`src/aec_pkg.sv`:
```
// constants shared by the event counter pair
package aec_pkg;
   localparam logic [1:0] CKS_PIN = 2'h0;
   localparam logic [1:0] CKS_DIV2 = 2'h1;
   localparam logic [1:0] CKS_DIV4 = 2'h2;
   localparam logic [1:0] CKS_DIV8 = 2'h3;
   localparam logic [1:0] EDGE_FALL = 2'h0;
   localparam logic [1:0] EDGE_RISE = 2'h1;
   localparam logic [1:0] EDGE_BOTH = 2'h2;
   localparam int CNT_W = 8;
   localparam int PWM_W = 16;
   localparam int PRESC_W = 6;
   localparam logic [7:0] CNT_RST = 8'h00;
   localparam logic [15:0] PWM_RST = 16'h0000;
   typedef enum logic [1:0] {AEC_ACTIVE, AEC_LOWPWR_PIN, AEC_SUB, AEC_MSTBY} aec_mode_t;
endpackage

```
`src/aec_edge_sense.sv`:
```
// synchroniser plus selectable edge detector for one pin
`timescale 1ns/10ps
module aec_edge_sense (
   input wire logic sys_clk,
   input wire logic nrst,
   input wire logic pin,
   input wire logic [1:0] edge_sel,
   output logic level,
   output logic hit
);
   logic s1_reg, s2_reg, s3_reg;
   logic s1_next, s2_next, s3_next, hit_next;
   logic hit_reg;
   logic [2:0] live_reg, live_next;

   always_comb begin
      s1_next = pin;
      s2_next = s1_reg;
      s3_next = s2_reg;
      live_next = {live_reg[1:0], 1'b1};
      case (edge_sel) // RULE25
         aec_pkg::EDGE_FALL: hit_next = s3_reg & ~s2_reg;
         aec_pkg::EDGE_RISE: hit_next = ~s3_reg & s2_reg;
         aec_pkg::EDGE_BOTH: hit_next = s3_reg ^ s2_reg;
         default: hit_next = 1'b0;
      endcase
      // stages still hold reset zeros, so an idle-high pin would look like a rising edge
      if (!live_reg[2]) hit_next = 1'b0;
   end

   always_ff @(posedge sys_clk or negedge nrst) begin
      if (!nrst) begin
         s1_reg <= 1'b0;
         s2_reg <= 1'b0;
         s3_reg <= 1'b0;
         hit_reg <= 1'b0;
         live_reg <= 3'h0;
      end else begin
         s1_reg <= s1_next;
         s2_reg <= s2_next;
         s3_reg <= s3_next;
         hit_reg <= hit_next;
         live_reg <= live_next;
      end
   end

   assign level = s2_reg;
   assign hit = hit_reg;
endmodule

```
`src/aec_counter_pair.sv`:
```
// event counter pair with gating, gate pwm and overflow flags
// Operation
// RULE1 - mode 0 chains halves into 16 bits
// RULE2 - lower source: pin or sysclk/2/4/8
// RULE3 - pin edges counted per edge select
// RULE4 - count only while gate is high
// RULE5 - 16-bit wrap sets upper overflow flag
// RULE6 - any overflow sets counter irq flag
// RULE7 - mode 1 runs halves independently
// RULE8 - each pin uses its own edge select
// RULE9 - 8-bit wrap sets own overflow flag
// RULE10 - pwm select 0 gates by gate pin
// RULE11 - gate edges set gate irq flag
// RULE12 - gate irq edge per gate select
// RULE13 - pwm select 1 gates by pwm
// RULE14 - pwm period compare+1, off data+1
// RULE15 - software keeps data below compare
// RULE16 - gating may lose one count
// RULE17 - watch/standby count, flags untouched
// RULE18 - low power counts only pin sources
// RULE19 - watch/standby gate works, no irq
// RULE20 - module standby halts everything
// RULE21 - software stops counting before reading
// RULE22 - software sets upper enable first
// RULE23 - software stops pwm before reloading
// RULE24 - clock select 00 pin, 01/10/11 dividers
// RULE25 - edge select fall, rise, both
// RULE26 - pwm clock divide 2 to 64
// RULE27 - flags set by hardware, cleared read-then-zero
// RULE28 - pwm low first then high
// RULE29 - gate irq set after synchronising
`timescale 1ns/10ps
module aec_counter_pair (
   input wire logic sys_clk,
   input wire logic nrst,
   input wire logic lower_event_pin,
   input wire logic upper_event_pin,
   input wire logic gate_pin,
   input wire aec_pkg::aec_mode_t power_mode,
   input wire logic pair_mode_select,
   input wire logic upper_count_enable,
   input wire logic lower_count_enable,
   input wire logic upper_reset_release,
   input wire logic lower_reset_release,
   input wire logic lower_clock_select_hi,
   input wire logic lower_clock_select_lo,
   input wire logic upper_clock_select_hi,
   input wire logic upper_clock_select_lo,
   input wire logic [1:0] lower_edge_select,
   input wire logic [1:0] upper_edge_select,
   input wire logic gate_edge_select_hi,
   input wire logic gate_edge_select_lo,
   input wire logic gate_pwm_select,
   input wire logic [2:0] pwm_clock_select,
   input wire logic [15:0] pwm_period_compare,
   input wire logic [15:0] pwm_off_data,
   input wire logic flag_read,
   input wire logic flag_write,
   input wire logic upper_ovf_wdata,
   input wire logic lower_ovf_wdata,
   input wire logic counter_irq_clear,
   input wire logic gate_irq_clear,
   input wire logic counter_irq_enable,
   input wire logic gate_irq_enable,
   output logic [7:0] upper_counter,
   output logic [7:0] lower_counter,
   output logic upper_overflow_flag,
   output logic lower_overflow_flag,
   output logic counter_irq_flag,
   output logic gate_irq_flag,
   output logic counter_irq,
   output logic gate_irq,
   output logic gating_pwm_output
);
   // shared prescaler for every divided source
   logic [aec_pkg::PRESC_W-1:0] presc_reg, presc_next, presc_prev_reg;
   logic [7:0] ecl_reg, ecl_next, ech_reg, ech_next;
   logic ovh_reg, ovh_next, ovl_reg, ovl_next;
   logic ovh_seen_reg, ovh_seen_next, ovl_seen_reg, ovl_seen_next;
   logic cirq_reg, cirq_next, girq_reg, girq_next;
   logic cint_reg, cint_next, gint_reg, gint_next;
   logic [15:0] pwm_cnt_reg, pwm_cnt_next;
   logic pwm_out_reg, pwm_out_next;
   logic gate_prev_reg, gate_prev_next;
   logic lo_hit, hi_hit, gp_lvl, gp_hit;
   logic [1:0] lo_cks, hi_cks, gate_es;
   logic [5:0] tick;
   logic pwm_tick, lo_clk, hi_clk, gate_open, lo_ovf, hi_ovf, hi_in;
   logic gate_evt, count_sync, flags_live, pwm_run, gate_irq_live;

   assign lo_cks = {lower_clock_select_hi, lower_clock_select_lo};
   assign hi_cks = {upper_clock_select_hi, upper_clock_select_lo};
   assign gate_es = {gate_edge_select_hi, gate_edge_select_lo};

   aec_edge_sense u_lo (
      .sys_clk(sys_clk),
      .nrst(nrst),
      .pin(lower_event_pin),
      .edge_sel(lower_edge_select), // RULE8
      .level(),
      .hit(lo_hit)
   );
   aec_edge_sense u_hi (
      .sys_clk(sys_clk),
      .nrst(nrst),
      .pin(upper_event_pin),
      .edge_sel(upper_edge_select), // RULE8
      .level(),
      .hit(hi_hit)
   );
   aec_edge_sense u_gate (
      .sys_clk(sys_clk),
      .nrst(nrst),
      .pin(gate_pin),
      .edge_sel(gate_es),
      .level(gp_lvl),
      .hit(gp_hit)
   );
   // divide ticks: bit k pulses on sysclk/2^(k+1)
   genvar gi;
   generate
      for (gi = 0; gi < aec_pkg::PRESC_W; gi++) begin : g_tick
         assign tick[gi] = presc_reg[gi] & ~presc_prev_reg[gi];
      end
   endgenerate

   always_comb begin
      case (pwm_clock_select) // RULE26
         3'h0: pwm_tick = tick[0];
         3'h1: pwm_tick = tick[1];
         3'h2: pwm_tick = tick[2];
         3'h3: pwm_tick = tick[3];
         3'h4, 3'h6: pwm_tick = tick[4];
         default: pwm_tick = tick[5];
      endcase
   end

   // divided sources stop outside active/sleep; pin sources keep counting except in module standby
   assign count_sync = (power_mode == aec_pkg::AEC_ACTIVE); // RULE18
   assign flags_live = (power_mode == aec_pkg::AEC_ACTIVE) || (power_mode == aec_pkg::AEC_SUB); // RULE17
   assign gate_irq_live = flags_live; // RULE19
   assign pwm_run = gate_pwm_select && count_sync;

   // gate level: pin when pwm off, pwm output when on; both counters share it
   assign gate_open = gate_pwm_select ? pwm_out_reg : gp_lvl; // RULE10 RULE13 RULE4

   always_comb begin
      case (lo_cks) // RULE2 RULE24
         aec_pkg::CKS_PIN: lo_clk = lo_hit; // RULE3
         aec_pkg::CKS_DIV2: lo_clk = tick[0] & count_sync;
         aec_pkg::CKS_DIV4: lo_clk = tick[1] & count_sync;
         default: lo_clk = tick[2] & count_sync;
      endcase
      case (hi_cks) // RULE7 RULE24
         aec_pkg::CKS_PIN: hi_clk = hi_hit; // RULE3
         aec_pkg::CKS_DIV2: hi_clk = tick[0] & count_sync;
         aec_pkg::CKS_DIV4: hi_clk = tick[1] & count_sync;
         default: hi_clk = tick[2] & count_sync;
      endcase
   end

   // a gate edge cuts a tick in flight, hence at most one count of error
   assign lo_ovf = lo_clk && gate_open && lower_count_enable && lower_reset_release && (ecl_reg == 8'hFF); // RULE16
   assign hi_in = pair_mode_select ? (hi_clk && gate_open) : lo_ovf; // RULE1 RULE7
   assign hi_ovf = hi_in && upper_count_enable && upper_reset_release && (ech_reg == 8'hFF);
   // pwm edge taken from registered output, so no loop back through the next-state logic
   assign gate_evt = gate_pwm_select ? (pwm_out_reg != gate_prev_reg) && (gate_es == aec_pkg::EDGE_BOTH ||
      (gate_es == aec_pkg::EDGE_RISE) == pwm_out_reg) : gp_hit; // RULE12

   always_comb begin
      presc_next = (power_mode == aec_pkg::AEC_MSTBY) ? presc_reg : presc_reg + 6'h01;
      ecl_next = ecl_reg;
      ech_next = ech_reg;
      ovh_next = ovh_reg;
      ovl_next = ovl_reg;
      ovh_seen_next = ovh_seen_reg | (flag_read & ovh_reg);
      ovl_seen_next = ovl_seen_reg | (flag_read & ovl_reg);
      cirq_next = cirq_reg;
      girq_next = girq_reg;
      pwm_cnt_next = pwm_cnt_reg;
      pwm_out_next = pwm_out_reg;
      gate_prev_next = pwm_out_reg;
      // read-then-write-zero clear; a same-cycle set still wins
      if (flag_write && !upper_ovf_wdata && ovh_seen_reg) begin // RULE27
         ovh_next = 1'b0;
         ovh_seen_next = 1'b0;
      end
      if (flag_write && !lower_ovf_wdata && ovl_seen_reg) begin // RULE27
         ovl_next = 1'b0;
         ovl_seen_next = 1'b0;
      end
      if (counter_irq_clear) cirq_next = 1'b0;
      if (gate_irq_clear) girq_next = 1'b0;
      if (power_mode != aec_pkg::AEC_MSTBY) begin // RULE20
         if (!lower_reset_release) begin
            ecl_next = aec_pkg::CNT_RST;
         end else if (lo_clk && gate_open && lower_count_enable) begin
            ecl_next = ecl_reg + 8'h01; // RULE5 RULE9
         end
         if (!upper_reset_release) begin
            ech_next = aec_pkg::CNT_RST;
         end else if (hi_in && upper_count_enable) begin
            ech_next = ech_reg + 8'h01; // RULE5 RULE9
         end
         if (flags_live) begin // RULE17
            if (hi_ovf) begin
               ovh_next = 1'b1; // RULE5 RULE9
               cirq_next = 1'b1; // RULE6
            end
            if (lo_ovf && pair_mode_select) begin
               ovl_next = 1'b1; // RULE9
               cirq_next = 1'b1; // RULE6
            end
         end
         if (gate_evt && gate_irq_live) girq_next = 1'b1; // RULE11 RULE29
         if (!gate_pwm_select) begin
            pwm_cnt_next = aec_pkg::PWM_RST;
            pwm_out_next = 1'b0;
         end else if (pwm_run && pwm_tick) begin
            // low for data+1 ticks, then high until compare, then restart
            if (pwm_cnt_reg >= pwm_period_compare) begin // RULE14 RULE28
               pwm_cnt_next = aec_pkg::PWM_RST;
               pwm_out_next = 1'b0;
            end else begin
               pwm_cnt_next = pwm_cnt_reg + 16'h0001;
               pwm_out_next = (pwm_cnt_reg >= pwm_off_data); // RULE14 RULE28
            end
         end
      end
      cint_next = cirq_next & counter_irq_enable; // RULE6
      gint_next = girq_next & gate_irq_enable; // RULE11
   end

   always_ff @(posedge sys_clk or negedge nrst) begin
      if (!nrst) begin
         presc_reg <= '0;
         presc_prev_reg <= '0;
         ecl_reg <= aec_pkg::CNT_RST;
         ech_reg <= aec_pkg::CNT_RST;
         ovh_reg <= 1'b0;
         ovl_reg <= 1'b0;
         ovh_seen_reg <= 1'b0;
         ovl_seen_reg <= 1'b0;
         cirq_reg <= 1'b0;
         girq_reg <= 1'b0;
         cint_reg <= 1'b0;
         gint_reg <= 1'b0;
         pwm_cnt_reg <= aec_pkg::PWM_RST;
         pwm_out_reg <= 1'b0;
         gate_prev_reg <= 1'b0;
      end else begin
         presc_reg <= presc_next;
         presc_prev_reg <= presc_reg;
         ecl_reg <= ecl_next;
         ech_reg <= ech_next;
         ovh_reg <= ovh_next;
         ovl_reg <= ovl_next;
         ovh_seen_reg <= ovh_seen_next;
         ovl_seen_reg <= ovl_seen_next;
         cirq_reg <= cirq_next;
         girq_reg <= girq_next;
         cint_reg <= cint_next;
         gint_reg <= gint_next;
         pwm_cnt_reg <= pwm_cnt_next;
         pwm_out_reg <= pwm_out_next;
         gate_prev_reg <= gate_prev_next;
      end
   end

   assign upper_counter = ech_reg;
   assign lower_counter = ecl_reg;
   assign upper_overflow_flag = ovh_reg;
   assign lower_overflow_flag = ovl_reg;
   assign counter_irq_flag = cirq_reg;
   assign gate_irq_flag = girq_reg;
   assign counter_irq = cint_reg;
   assign gate_irq = gint_reg;
   assign gating_pwm_output = pwm_out_reg;
endmodule

```
`config.mk`:
```
export PLATFORM = sky130hd
export DESIGN_NAME = aec_counter_pair
export DESIGN_NICKNAME = d
export VERILOG_FILES = /design/src/aec_pkg.sv /design/src/aec_edge_sense.sv /design/src/aec_counter_pair.sv
export SDC_FILE = /design/constraint.sdc
export NUM_CORES = 1
export LEC_CHECK = 0
export BUFFER_PORTS_ARGS = -buffer_cell sky130_fd_sc_hd__buf_2
export CAP_MARGIN = 0
export CORE_ASPECT_RATIO = 0.7
export CORE_UTILIZATION = 50
export DETAILED_ROUTE_END_ITERATION = 8
export MAX_ROUTING_LAYER = met4
export PLACE_DENSITY_LB_ADDON = 0.15
export SLEW_MARGIN = 10
export SYNTH_ARGS = -nofsm -noshare
export SYNTH_HDL_FRONTEND = slang
export SYNTH_HIERARCHICAL = 1
export SYNTH_SLANG_ARGS = --single-unit
```
`constraint.sdc`:
```
create_clock -name sys_clk -period 3.2 [get_ports sys_clk]
set_input_delay 0.16 -clock sys_clk [delete_from_list [all_inputs] [get_ports sys_clk]]
set_output_delay 0.16 -clock sys_clk [all_outputs]
set_load 0.03 [all_outputs]
```
==> results_dict.tcl <==
set metrics [dict create \
    status "complete, but fails checks" \
    violations "negative hold slack" \
    die_w_um 113 \
    ant_nets 0 \
    tns_ns 0 \
    htreeDepth 3 \
    layout-drive-gt1-share 0.212 \
    final_cells 648 \
    p_leak_nw 2.81 \
    synth_warnings 6 \
    clock_sinks 75 \
    syn-num-nets 552 \
    port_buffers 88 \
    wl_um 9420 \
    dp_cells 629 \
    finalCritPeriodShare 0.857 \
    cts_tree "done" \
    ir_worst_vdd_mv 0.397 \
    dr_total_vias 3520 \
    drv_cap 0 \
    start_kind "flip-flop" \
    initial_core_util 0.534 \
    dieHeight_um 79.8 \
    n_fill_cell 653 \
    r2r_start "pwm_cnt_reg[0]" \
    yosysUniqueCellTypes 55 \
    n_antenna_cell 0 \
    synthArstFlopShare 1.00 \
    hold_viol_final 66 \
    crit_path_start "pwm_cnt_reg[0]" \
    gp_congestion 0.861 \
    syn_area_um2 4330 \
    drt_first_pass_iters 4 \
    die_area_um2 9040 \
    drt-initial-drc-count 123 \
    dp_hpwl_um 6970 \
    grt_max_degree 76 \
    largest_register_ffs 16 \
    power_density_nw_per_um2 509 \
    synthToLayoutAreaGrowth_pct 21.3 \
    rows 27 \
    coreArea_um2 8110 \
    worstPathRequired_ns 3.47 \
    numCtsBuffers 9 \
    final.min_clock_period_ns 2.74 \
    finalPower_mw 2.67 \
    grt_pass1_wl_um 16100 \
    cp.arrival_ns 3.01 \
    setup_viol 0 \
    finClkSkew_ns 0.00704 \
    hold_ws_ns -0.0267 \
    clkTransAtPathRegs_ns 0.06 \
    clock_latency_ns 0.33 \
    maxSlewViolCount 0 \
    syn_inst 444 \
    final_util 0.648 \
    max_clock_freq_ghz 0.365 \
    num_io_pins 89 \
    cts_buffer_depth 2 \
    criticalPathCategory "flip-flop to flip-flop" \
    final_cell_mix "buf_2, dfrtp_1, inv_1" \
    ys_seq_area_frac 0.434 \
    drc 0 \
    hold_class "primary input to asynchronous set/reset pin" \
    syn_avg_cell_area_um2 9.75 \
    ys_ff_latch 75 \
    postCtsSetupRepairBufs 0 \
    synth_edf_count 0 \
    slew_headroom 0.384 \
    tightest_slew_ns 0.923 \
    avgRoutedWirePerCell_um 14.5 \
    grt-ovfl-total 0 \
    layout_commonest_cell "buf_2" \
    grt_pass1_vias 3433 \
    num-nets-final 650 \
    grtUsageTotal 0.238 \
    cts-root-buf "clkbuf_16" \
    grt_antenna_before_repair 0 \
    rsz0062_at_grt "no" \
    end_kind "flip-flop" \
    via_per_inst 5.43 \
    cp_max_fo 14 \
    ys.flop_type "dfrtp_1" \
]
-- logic make-up (layout without fill, tap and decap cells) --
kind of cell | after synthesis | after routing | synth area share
flops | 75 | 75 | 0.434
mux | 8 | 8 | 0.0185
buf+inv | 56 | 159 | 0.0503
xor+xnor | 14 | 14 | 0.0283
compound gates | 98 | 98 | 0.155
fa+ha+maj | 42 | 42 | 0.121
simple gates | 148 | 148 | 0.190
other cells | 3 | 3 | 0.00260
-- per-stage QoR --
| step | area (µm²) | setup slack (ns) |
|---|---|---|
| finish | 5250 | 0.458 |
| global route | 5250 | 0.302 |
| CTS | 5250 | 0.128 |
| floorplan | 4330 | 0.727 |
| detailed placement | 4890 | 0.131 |
| global placement | 4890 | 0.299 |
-- cell usage after synthesis (3+ instances only) --
library cell,count,area [µm²]
o211ai_1,6,45.0
a211oi_1,3,22.5
nand3_1,7,35.0
nand3b_1,4,30.0
nand2b_1,15,93.8
dfrtp_1,75,1880
inv_1,50,188
ha_1,42,526
nand4_1,8,50.1
a21o_1,7,52.6
a21oi_1,12,60.1
nor2_1,25,93.8
o21ai_1,3,15.0
o21ai_0,30,150
a21boi_0,3,22.5
xor2_1,9,78.8
a22o_1,13,114
conb_1,3,11.3
nand2_1,33,124
clkbuf_1,5,18.8
and4_1,4,35.0
nor2b_1,15,93.8
nand4bb_1,3,33.8
and2_1,4,25.0
and3_1,14,87.6
xnor2_1,5,43.8
nor3_1,4,20.0
mux2i_1,8,80.1
-- worst paths after layout --
kind	end	slack, ns	cells after the start
setup / recovery	pwm_cnt_reg[6]	0.46	9
min in group sys_clk	gate_irq	0.04	2
max in group asynchronous	u_hi/s3_reg	2.64	1
setup reg to reg	pwm_cnt_reg[6]	0.46	9
hold reg to reg	u_hi/live_reg[2]	0.35	0
hold / removal	pwm_cnt_reg[11]	-0.03	1
-- timing repair --
item                                    CTS  global route
resized for setup                         0             1
endpoints found under the hold margin     3             0
hold buffers                              3             0
endpoints found under the setup margin    0            14
-- per-layer routing --
layer / vias to the layer above / track usage / wire [µm]
met5: - / - / 0
met4: 0 / 0.0658 / 87
met3: 11 / 0.0547 / 344
met2: 72 / 0.361 / 4100
met1: 1693 / 0.322 / 4890
li1: 1744 / - / -
-- area by class of cell --
cell class	instances	area [µm²]	share of cell area
Clock buffer	10	239	0.0455
Clock inverter	6	88.8	0.0169
Inverter	50	188	0.0357
Multi-Input combinational cell	313	2240	0.427
Sequential cell	75	1880	0.357
Tap cell	101	126	0.0241
Timing Repair Buffer	93	488	0.0929
-- power by group --
part / switching, mW / total [mW] / leakage, nW / internal [mW]
sequential: 0.118 / 1.18 / 0.972 / 1.06
combinational: 0.210 / 0.408 / 1.68 / 0.199
clock: 0.384 / 1.09 / 0.155 / 0.703
total: 0.712 / 2.67 / 2.81 / 1.96
-- critical path: stages (launching register included) --
cell       delay [ns]
dfrtp_1          0.39
inv_1            0.12
ha_1             0.23
nand2b_1         0.14
a211oi_1         0.20
o21ai_0          0.17
a2111oi_0        0.47
nor2_1           0.13
nor2b_2          0.57
a22o_1           0.26
No activity file was read; power rests on OpenSTA's default activity.
